## src/frame_search_regs.svh

```systemverilog
`ifndef FRAME_SEARCH_REGS_SVH
`define FRAME_SEARCH_REGS_SVH

// ----------------------------------------------------------------------------
// register map
// ----------------------------------------------------------------------------
`define FS_ADDR_W          9
`define FS_STATUS_ADDR     9'h017
`define FS_STATUS_FIXED    8'h20
`define FS_BIT_DIR         0
`define FS_BIT_ACTIVE      1
`define FS_BIT_TIMEOUT     2
`define FS_BIT_FOUND       3
`define FS_BIT_INVALID     4

// ----------------------------------------------------------------------------
// timing
// ----------------------------------------------------------------------------
`define FS_CLK_KHZ         50000
`define FS_TO_T1_MS        12
`define FS_TO_LONG_MS      24
`define FS_TO_E1_MS        8
`define FS_FORCE_MAX_MS    24

`endif

```

## src/frame_search_pkg.sv

```systemverilog
package frame_search_pkg;

  // --------------------------------------------------------------------------
  // framing modes, grouped by their search time-out
  // --------------------------------------------------------------------------
  typedef enum logic [2:0]
  {
    MODE_T1_TERMINAL = 3'h0,
    MODE_T1_SF       = 3'h1,
    MODE_T1_CARRIER  = 3'h2,
    MODE_T1_ESF      = 3'h3,
    MODE_E1          = 3'h4
  } frame_mode_t;

  typedef enum logic [1:0]
  {
    HUNT_FAS  = 2'h0,
    HUNT_MFAS = 2'h1,
    HUNT_CAS  = 2'h2,
    HUNT_NONE = 2'h3
  } e1_stage_t;

  typedef enum logic
  {
    ST_IDLE   = 1'b0,
    ST_SEARCH = 1'b1
  } fs_state_t;

endpackage : frame_search_pkg

```

## src/search_timer.sv

```systemverilog
module search_timer #(
  parameter int TW = 22
) (
  input  wire logic          i_clk,
  input  wire logic          i_resetn,
  input  wire logic          i_start,
  input  wire logic [TW-1:0] i_load,
  output logic               o_expired
);

  logic [TW-1:0] cnt_r;
  logic [TW-1:0] cnt_nxt;
  logic          exp_r;
  logic          exp_nxt;

  always_comb
  begin
    cnt_nxt = cnt_r;
    exp_nxt = 1'b0;
    if (i_start)
    begin
      cnt_nxt = i_load;
    end
    else if (cnt_r != '0)
    begin
      cnt_nxt = cnt_r - TW'(1);
      exp_nxt = (cnt_r == TW'(1));
    end
  end

  always_ff @(posedge i_clk or negedge i_resetn)
  begin
    if (!i_resetn)
    begin
      cnt_r <= '0;
      exp_r <= 1'b0;
    end
    else
    begin
      cnt_r <= cnt_nxt;
      exp_r <= exp_nxt;
    end
  end

  assign o_expired = exp_r;

endmodule : search_timer

```

## src/alignment_change_counter.sv

```systemverilog
module alignment_change_counter #(
  parameter int CW = 8
) (
  input  wire logic          i_clk,
  input  wire logic          i_resetn,
  input  wire logic          i_inc,
  output logic [CW-1:0]      o_count
);

  logic [CW-1:0] count_r;
  logic [CW-1:0] count_nxt;

  // wraps to zero after the all-ones count; no overflow flag is kept
  always_comb
  begin
    count_nxt = i_inc ? count_r + CW'(1) : count_r;
  end

  always_ff @(posedge i_clk or negedge i_resetn)
  begin
    if (!i_resetn)
    begin
      count_r <= '0;
    end
    else
    begin
      count_r <= count_nxt;
    end
  end

  assign o_count = count_r;

endmodule : alignment_change_counter

```

## src/offline_frame_search.sv

```systemverilog
`include "frame_search_regs.svh"
// Operation
// - one search engine shared by receive and transmit directions
// - forced reframe or frame-loss request starts a search
// - search ends on found, abort, time-out or all candidates gone
// - direction flag updated at search entry; 1 receive, 0 transmit
// - no-candidate bit set only when search ends with no candidate
// - found bit set only when exactly one candidate remains
// - on success the searched direction's frame loss is cleared
// - on success engine goes idle; a pending request starts the next search one cycle later
// - on success realign receive, transmit or transmit bus timebase
// - count receive alignment moves; transmit moves not counted
// - time-out bit clears at entry; set if several candidates remain
// - time-out is 12, 24 or 8 ms by framing mode
// - forced search runs once, at most 24 ms before time-out
// - after time-out restart at once if frame loss still asserted
// - forced request self-clears at entry; frame loss status untouched
// - result bits may last one cycle before a new search
// - E1 receive search reports frame, multiframe, signalling hunt
module offline_frame_search
  import frame_search_pkg::*;
#(
  parameter int CNT_W       = 8,
  parameter int POS_W       = 12,
  parameter int TW          = 22,
  parameter int TO_T1_CYC   = `FS_TO_T1_MS * `FS_CLK_KHZ,
  parameter int TO_LONG_CYC = `FS_TO_LONG_MS * `FS_CLK_KHZ,
  parameter int TO_E1_CYC   = `FS_TO_E1_MS * `FS_CLK_KHZ,
  parameter int FORCE_CYC   = `FS_FORCE_MAX_MS * `FS_CLK_KHZ
) (
  input  wire logic                 i_clk,
  input  wire logic                 i_resetn,
  input  wire logic                 i_rd,
  input  wire logic [`FS_ADDR_W-1:0] i_addr,
  input  wire logic                 i_rx_force_req,
  input  wire logic                 i_tx_force_req,
  input  wire logic                 i_rx_frame_loss,
  input  wire logic                 i_tx_frame_loss,
  input  wire logic                 i_rx_search_abort,
  input  wire logic                 i_tx_search_abort,
  input  wire frame_mode_t          i_rx_mode,
  input  wire frame_mode_t          i_tx_mode,
  input  wire logic                 i_tx_embedded,
  input  wire logic                 i_cand_eval,
  input  wire logic [7:0]           i_cand_count,
  input  wire logic [POS_W-1:0]     i_rx_cand_pos,
  input  wire logic [POS_W-1:0]     i_rx_cur_pos,
  input  wire e1_stage_t            i_e1_stage,
  output logic [7:0]                o_rdata,
  output logic                      o_rx_forced_reframe,
  output logic                      o_tx_forced_reframe,
  output logic                      o_rx_lof_clear,
  output logic                      o_tx_lof_clear,
  output logic                      o_rx_realign,
  output logic                      o_tx_realign,
  output logic                      o_tsb_realign,
  output logic [CNT_W-1:0]          o_alignment_change_counter,
  output logic                      o_e1_frame_hunt_status,
  output logic                      o_e1_multiframe_hunt_status,
  output logic                      o_e1_signaling_hunt_status
);

  // --------------------------------------------------------------------------
  // helpers
  // --------------------------------------------------------------------------
  function automatic logic [TW-1:0] mode_timeout(input frame_mode_t m);
    case (m)
      MODE_T1_TERMINAL, MODE_T1_SF: mode_timeout = TW'(TO_T1_CYC);
      MODE_T1_CARRIER, MODE_T1_ESF: mode_timeout = TW'(TO_LONG_CYC);
      MODE_E1:                      mode_timeout = TW'(TO_E1_CYC);
      default:                      mode_timeout = TW'(TO_LONG_CYC);
    endcase
  endfunction : mode_timeout

  // --------------------------------------------------------------------------
  // search state
  // --------------------------------------------------------------------------
  fs_state_t state_r;
  fs_state_t state_nxt;
  logic      dir_r;
  logic      dir_nxt;
  logic      found_r;
  logic      found_nxt;
  logic      invalid_r;
  logic      invalid_nxt;
  logic      timeout_r;
  logic      timeout_nxt;
  logic      rx_force_r;
  logic      rx_force_nxt;
  logic      tx_force_r;
  logic      tx_force_nxt;
  logic      rx_lofc_nxt;
  logic      tx_lofc_nxt;
  logic      rx_real_nxt;
  logic      tx_real_nxt;
  logic      tsb_real_nxt;
  logic      alignment_change_counter_inc;
  logic      timer_start;
  logic [TW-1:0] timer_load;
  logic      timer_exp;
  logic      rx_req;
  logic      tx_req;
  logic      pick_rx;
  logic      cur_abort;
  logic [TW-1:0] to_sel;

  assign rx_req    = rx_force_r | i_rx_frame_loss;
  assign tx_req    = tx_force_r | i_tx_frame_loss;
  // alternate when both pend so neither direction starves the shared engine
  assign pick_rx   = rx_req & (~tx_req | ~dir_r);
  assign cur_abort = dir_r ? i_rx_search_abort : i_tx_search_abort;

  always_comb
  begin
    state_nxt    = state_r;
    dir_nxt      = dir_r;
    found_nxt    = found_r;
    invalid_nxt  = invalid_r;
    timeout_nxt  = timeout_r;
    rx_force_nxt = rx_force_r;
    tx_force_nxt = tx_force_r;
    rx_lofc_nxt  = 1'b0;
    tx_lofc_nxt  = 1'b0;
    rx_real_nxt  = 1'b0;
    tx_real_nxt  = 1'b0;
    tsb_real_nxt = 1'b0;
    alignment_change_counter_inc     = 1'b0;
    timer_start  = 1'b0;
    timer_load   = '0;
    to_sel       = pick_rx ? mode_timeout(i_rx_mode) : mode_timeout(i_tx_mode);
    case (state_r)
      ST_IDLE:
      begin
        if (rx_req | tx_req)
        begin
          state_nxt   = ST_SEARCH;
          dir_nxt     = pick_rx;
          found_nxt   = 1'b0;
          invalid_nxt = 1'b0;
          timeout_nxt = 1'b0;
          timer_start = 1'b1;
          // a forced search never outlasts the forced ceiling
          timer_load  = ((pick_rx ? rx_force_r : tx_force_r) && to_sel > TW'(FORCE_CYC))
                        ? TW'(FORCE_CYC) : to_sel;
          rx_force_nxt = rx_force_r & ~pick_rx;
          tx_force_nxt = tx_force_r & pick_rx;
        end
      end
      ST_SEARCH:
      begin
        if (cur_abort)
        begin
          state_nxt = ST_IDLE;
        end
        else if ((i_cand_eval || timer_exp) && i_cand_count == 8'h01)
        begin
          state_nxt    = ST_IDLE;
          found_nxt    = 1'b1;
          rx_lofc_nxt  = dir_r;
          tx_lofc_nxt  = ~dir_r;
          rx_real_nxt  = dir_r;
          tx_real_nxt  = ~dir_r & ~i_tx_embedded;
          tsb_real_nxt = ~dir_r & i_tx_embedded;
          alignment_change_counter_inc     = dir_r && (i_rx_cand_pos != i_rx_cur_pos);
        end
        else if (i_cand_eval && i_cand_count == 8'h00)
        begin
          state_nxt   = ST_IDLE;
          invalid_nxt = 1'b1;
        end
        else if (timer_exp)
        begin
          state_nxt = ST_IDLE;
          invalid_nxt = (i_cand_count == 8'h00);
          timeout_nxt = (i_cand_count != 8'h00);
        end
      end
      default: state_nxt = ST_IDLE;
    endcase
    // a new force request in the clearing cycle survives
    rx_force_nxt = rx_force_nxt | i_rx_force_req;
    tx_force_nxt = tx_force_nxt | i_tx_force_req;
  end

  always_ff @(posedge i_clk or negedge i_resetn)
  begin
    if (!i_resetn)
    begin
      state_r        <= ST_IDLE;
      dir_r          <= 1'b0;
      found_r        <= 1'b0;
      invalid_r      <= 1'b0;
      timeout_r      <= 1'b0;
      rx_force_r     <= 1'b0;
      tx_force_r     <= 1'b0;
      o_rx_lof_clear <= 1'b0;
      o_tx_lof_clear <= 1'b0;
      o_rx_realign   <= 1'b0;
      o_tx_realign   <= 1'b0;
      o_tsb_realign  <= 1'b0;
    end
    else
    begin
      state_r        <= state_nxt;
      dir_r          <= dir_nxt;
      found_r        <= found_nxt;
      invalid_r      <= invalid_nxt;
      timeout_r      <= timeout_nxt;
      rx_force_r     <= rx_force_nxt;
      tx_force_r     <= tx_force_nxt;
      o_rx_lof_clear <= rx_lofc_nxt;
      o_tx_lof_clear <= tx_lofc_nxt;
      o_rx_realign   <= rx_real_nxt;
      o_tx_realign   <= tx_real_nxt;
      o_tsb_realign  <= tsb_real_nxt;
    end
  end

  assign o_rx_forced_reframe = rx_force_r;
  assign o_tx_forced_reframe = tx_force_r;

  search_timer #(
    .TW (TW)
  ) u_timer (
    .i_clk     (i_clk),
    .i_resetn  (i_resetn),
    .i_start   (timer_start),
    .i_load    (timer_load),
    .o_expired (timer_exp)
  );

  alignment_change_counter #(
    .CW (CNT_W)
  ) u_alignment_change_counter (
    .i_clk    (i_clk),
    .i_resetn (i_resetn),
    .i_inc    (alignment_change_counter_inc),
    .o_count  (o_alignment_change_counter)
  );

  // --------------------------------------------------------------------------
  // status read and E1 hunt reporting
  // --------------------------------------------------------------------------
  logic [7:0] status;
  logic [7:0] rdata_nxt;
  logic       fh_nxt;
  logic       mh_nxt;
  logic       sh_nxt;
  logic       e1_rx_hunt;

  always_comb
  begin
    status = `FS_STATUS_FIXED;
    status[`FS_BIT_DIR]     = dir_r;
    status[`FS_BIT_ACTIVE]  = (state_r == ST_SEARCH);
    status[`FS_BIT_TIMEOUT] = timeout_r;
    status[`FS_BIT_FOUND]   = found_r;
    status[`FS_BIT_INVALID] = invalid_r;
    // reads only sample; no flag is touched by the access
    rdata_nxt = (i_rd && i_addr == `FS_STATUS_ADDR) ? status : 8'h00;
    e1_rx_hunt = (state_r == ST_SEARCH) && dir_r && (i_rx_mode == MODE_E1);
    fh_nxt = e1_rx_hunt && (i_e1_stage == HUNT_FAS);
    mh_nxt = e1_rx_hunt && (i_e1_stage == HUNT_MFAS);
    sh_nxt = e1_rx_hunt && (i_e1_stage == HUNT_CAS);
  end

  always_ff @(posedge i_clk or negedge i_resetn)
  begin
    if (!i_resetn)
    begin
      o_rdata                     <= 8'h00;
      o_e1_frame_hunt_status      <= 1'b0;
      o_e1_multiframe_hunt_status <= 1'b0;
      o_e1_signaling_hunt_status  <= 1'b0;
    end
    else
    begin
      o_rdata                     <= rdata_nxt;
      o_e1_frame_hunt_status      <= fh_nxt;
      o_e1_multiframe_hunt_status <= mh_nxt;
      o_e1_signaling_hunt_status  <= sh_nxt;
    end
  end

  // --------------------------------------------------------------------------
  // assertions
  // --------------------------------------------------------------------------
  logic [TW-1:0] search_cyc_r;

  always_ff @(posedge i_clk or negedge i_resetn)
  begin
    if (!i_resetn)
    begin
      search_cyc_r <= '0;
    end
    else
    begin
      search_cyc_r <= (state_r == ST_SEARCH) ? search_cyc_r + TW'(1) : '0;
    end
  end
endmodule : offline_frame_search

```

## config.mk

```make
export PLATFORM = sky130hd
export DESIGN_NAME = offline_frame_search
export DESIGN_NICKNAME = d
export VERILOG_FILES = /design/src/frame_search_pkg.sv /design/src/search_timer.sv /design/src/alignment_change_counter.sv /design/src/offline_frame_search.sv
export VERILOG_INCLUDE_DIRS = /design/src
export SDC_FILE = /design/constraint.sdc
export NUM_CORES = 1
export LEC_CHECK = 0
export ABC_CLOCK_PERIOD_IN_PS = 6050
export BUFFER_PORTS_ARGS = -buffer_cell sky130_fd_sc_hd__buf_2
export CORE_MARGIN = 1
export CORE_UTILIZATION = 55
export DETAILED_ROUTE_END_ITERATION = 8
export PLACE_DENSITY = 0.85
export SYNTH_ARGS = -nofsm -noshare
export SYNTH_HDL_FRONTEND = slang
export SYNTH_HIERARCHICAL = 1
export SYNTH_SLANG_ARGS = --single-unit
export TNS_END_PERCENT = 10
```

## constraint.sdc

```tcl
create_clock -name i_clk -period 6.05 [get_ports i_clk]
set_input_delay 0.605 -clock i_clk [delete_from_list [all_inputs] [get_ports i_clk]]
set_output_delay 0.605 -clock i_clk [all_outputs]
set_load 0.05 [all_outputs]
```

==> flow_results.xml <==
<?xml version="1.0" encoding="UTF-8"?>
<metrics>
  <group name="routing">
    <metric name="detail_route.wl_per_cell" unit="um">14.3</metric>
    <metric name="wire_length_after_detailed_routing" unit="um">6280</metric>
    <metric name="highest-signal-layer" unit="">met4</metric>
    <metric name="route.detailed.vias_per_inst" unit="">5.58</metric>
    <metric name="route.detailed.drc" unit="">0</metric>
    <metric name="drtIter0Drc" unit="">109</metric>
    <metric name="met2RoutedLength" unit="um">3090</metric>
    <metric name="via_count" unit="">2453</metric>
    <metric name="drt_pre_antenna_iters" unit="">4</metric>
    <metric name="drt.antenna.violating_nets" unit="">0</metric>
    <metric name="met3WireLength" unit="um">360</metric>
    <metric name="length_of_routed_wiring_on_met1" unit="um">2730</metric>
  </group>
  <group name="logic_synthesis">
    <metric name="post_synth.cell_area_avg" unit="um^2">9.86</metric>
    <metric name="synth.yosys.warnings" unit="">6</metric>
    <metric name="synthesis.area" unit="um^2">2790</metric>
    <metric name="async_flop_share" unit="">1.00</metric>
    <metric name="synth_area_leader_cell" unit="">dfrtp_1</metric>
    <metric name="synth_top_flop_cell" unit="">dfrtp_1</metric>
    <metric name="post_synth_inst_count" unit="">283</metric>
    <metric name="yosys_top_cell_area_share" unit="">0.457</metric>
    <metric name="ys_seq_area_frac" unit="">0.457</metric>
    <metric name="netlist_top_cells_area" unit="">dfrtp_1, xnor2_1, nor2_1</metric>
    <metric name="synth_cell_type_count" unit="">55</metric>
    <metric name="synth-edff-count" unit="">0</metric>
    <metric name="synth.ff_latch_count" unit="">51</metric>
  </group>
  <group name="grt">
    <metric name="groute.usage.overall" unit="">0.253</metric>
    <metric name="grt_max_degree" unit="">52</metric>
    <metric name="global_route_wire_length_before_repair" unit="um">10200</metric>
    <metric name="globalRoute.totalOverflow" unit="">0</metric>
    <metric name="grt_antenna_before_repair" unit="">0</metric>
    <metric name="via_count_of_the_first_global_routing_pass" unit="">2311</metric>
  </group>
  <group name="timing">
    <metric name="worst_hold_check_slack" unit="ns">0.454</metric>
    <metric name="timing.clock.skew" unit="ns">0.00969</metric>
    <metric name="final_min_period_over_clock_period" unit="">0.474</metric>
    <metric name="worst_slew_pin_slew" unit="ns">1.12</metric>
    <metric name="max_clock_freq" unit="GHz">0.349</metric>
    <metric name="grt_setup_unrepaired" unit="">no</metric>
    <metric name="hold_violations" unit="">0</metric>
    <metric name="max-slew-margin-rel" unit="">0.255</metric>
    <metric name="final-max-slew-violation-count" unit="">0</metric>
    <metric name="setup_slack" unit="ns">3.18</metric>
    <metric name="fin_crit" unit="ns">2.87</metric>
    <metric name="report.final.setup_viol" unit="">0</metric>
    <metric name="tns" unit="ns">0</metric>
  </group>
  <group name="pwr">
    <metric name="p_int" unit="mW">0.717</metric>
    <metric name="total_power_density_per_cell_area" unit="nW/um^2">358</metric>
    <metric name="worst_vdd_rail_ir_drop" unit="uV">225</metric>
    <metric name="p_sw_frac" unit="">0.406</metric>
    <metric name="total_switching_power" unit="mW">0.489</metric>
    <metric name="share_clk_of_total_power" unit="">0.173</metric>
    <metric name="cellLeakagePower" unit="nW">1.57</metric>
    <metric name="total_power" unit="mW">1.21</metric>
    <metric name="power.share.combinational" unit="">0.379</metric>
    <metric name="share_seq_of_total_power" unit="">0.448</metric>
  </group>
  <group name="layout">
    <metric name="max_reg_flops" unit="">22</metric>
    <metric name="max_flop_register" unit="">u_timer/cnt_r</metric>
    <metric name="final_area" unit="um^2">3370</metric>
    <metric name="num_antenna_cells" unit="">0</metric>
    <metric name="drive_gt1_frac" unit="">0.308</metric>
    <metric name="n_fill_cell" unit="">397</metric>
    <metric name="syn_to_final_growth" unit="%">20.7</metric>
    <metric name="final-seq-area" unit="um^2">1280</metric>
    <metric name="multi_input_comb_area" unit="um^2">1440</metric>
    <metric name="design.final.nets" unit="">435</metric>
  </group>
  <group name="setup_path">
    <metric name="cp_endpoint_kind" unit="">flop</metric>
    <metric name="worst-endpoint-required" unit="ns">6.19</metric>
    <metric name="worst_reg_to_reg_setup_slack" unit="ns">3.18</metric>
    <metric name="worstSetupStartpointType" unit="">flop</metric>
    <metric name="timing.setup.critical_path_class" unit="">flop to flop</metric>
    <metric name="path_max_fanout" unit="">13</metric>
    <metric name="worst_ep_arrival_time" unit="ns">3.01</metric>
  </group>
  <group name="clock_network">
    <metric name="cts_resized" unit="">0</metric>
    <metric name="clock_tree_from_tritoncts" unit="">built</metric>
    <metric name="clockBufferDepth" unit="">2</metric>
    <metric name="worst_setup_hold_path_clk_slew" unit="ns">0.10</metric>
    <metric name="clockRootBuffer" unit="">clkbuf_8</metric>
    <metric name="post_cts_hold_buffer_count" unit="">0</metric>
    <metric name="htree_levels" unit="">2</metric>
    <metric name="tritoncts_buffers" unit="">5</metric>
    <metric name="clock_insertion_delay_worst_skew" unit="ns">0.31</metric>
    <metric name="clock-sinks" unit="">51</metric>
    <metric name="cts_setup_buffers" unit="">0</metric>
  </group>
  <group name="placed_design">
    <metric name="globalplace.congestion" unit="">0.807</metric>
    <metric name="place.port_buffers" unit="">83</metric>
    <metric name="hpwl" unit="um">4800</metric>
    <metric name="instance_area_after_placement" unit="um^2">3270</metric>
    <metric name="place_worst_setup_slack" unit="ns">3.00</metric>
  </group>
  <group name="run_status">
    <metric name="run_status" unit="">finished, final reports clean</metric>
  </group>
  <group name="floorplan">
    <metric name="placeable_area" unit="um^2">4820</metric>
    <metric name="fp.dieH" unit="um">73.2</metric>
    <metric name="die-area" unit="um^2">5360</metric>
    <metric name="die_x" unit="um">73.2</metric>
    <metric name="num_io_pins" unit="">86</metric>
    <metric name="rows" unit="">25</metric>
    <metric name="start_util" unit="">0.579</metric>
  </group>
  <group name="hold_path">
    <metric name="min-delay-path-class" unit="">primary input to flop</metric>
  </group>
  <group name="flow_run">
    <metric name="drv.max_cap_violation_count" unit="">0</metric>
  </group>
</metrics>
-- synth_stat cells, types with 3 or more instances --
master	number
a21oi_1	5
nor3_2	3
and2_1	5
xnor2_1	24
nor3b_1	6
nor4_1	7
inv_1	12
o21ai_1	4
mux2_2	4
nor4_2	3
nand4_1	8
nand3_1	7
clkbuf_1	6
or4_4	3
xor2_1	4
nor2_1	30
buf_4	3
a211oi_1	8
o21ai_0	11
nor3_1	19
ha_1	3
nand2_1	17
dfrtp_1	51
-- cells by family after synthesis --
family                   after synthesis  share of synthesized area
AND/OR/NAND/NOR                      124                      0.255
flip-flops                            51                      0.457
AO/OA/AOI/OAI                         46                      0.122
XOR/XNOR                              28                     0.0879
buffers and inverters                 24                     0.0394
multiplexers                           6                     0.0233
adder cells (fa/ha/maj)                3                     0.0134
other                                  1                    0.00134
-- placed cells by master, fill, tap and decap left out, types with 8 or more instances in the layout --
master     n
buf_2     83
dfrtp_1   51
nor2_1    30
xnor2_1   24
nor3_1    19
nand2_1   17
inv_1     12
o21ai_0   11
conb_1    10
nand4_1    8
a211oi_1   8
-- layer usage --
layer  vias to the layer above  global-route usage
met5                         -                   0
met4                         0              0.0806
met3                        14              0.0511
met2                        84               0.451
met1                      1167               0.304
li1                       1188                   -
-- per-stage QoR --
step	utilization	cells
floorplan	-	292
global placement	0.679	432
detailed placement	0.679	432
CTS	0.699	440
global route	0.699	440
finish	0.699	440
-- power by group through the flow --
stage / Sequential, mW / Clock (mW) / Combinational (mW)
floorplan: 0.539 / 0 / 0.344
global placement: 0.538 / 0 / 0.441
detailed placement: 0.543 / 0 / 0.456
CTS: 0.536 / 0.211 / 0.458
global route: 0.552 / 0.224 / 0.517
finish: 0.540 / 0.209 / 0.457
-- final cells by class --
| class | instances | share of cell area |
|---|---|---|
| Multi-Input combinational cell | 217 | 0.427 |
| Tap cell | 67 | 0.0249 |
| Clock buffer | 6 | 0.0245 |
| Inverter | 13 | 0.0145 |
| Clock inverter | 2 | 0.00483 |
| Sequential cell | 51 | 0.379 |
| Timing Repair Buffer | 84 | 0.126 |
-- critical path, cell delays in order, from the launching register on --
cell and delay, ns:
dfrtp_1 0.42, inv_1 0.10, ha_1 0.22, nor3b_1 0.52
nand3_1 0.51, nor4_2 0.58, buf_4 0.28, a211oi_1 0.06
-- path summary, 6_finish.rpt --
| path | from | endpoint | cells past startpoint |
|---|---|---|---|
| min in group asynchronous | i_resetn | o_rdata[1] | 1 |
| min reg2reg | u_alignment_change_counter/o_count[7] | u_alignment_change_counter/o_count[7] | 1 |
| max | u_timer/cnt_r[0] | u_timer/cnt_r[14] | 7 |
| max in group asynchronous | i_resetn | u_alignment_change_counter/o_count[7] | 1 |
| min | i_tx_embedded | o_tx_realign | 2 |
| max reg2reg | u_timer/cnt_r[0] | u_timer/cnt_r[14] | 7 |
Note: power is estimated with default switching activity, not from simulation.
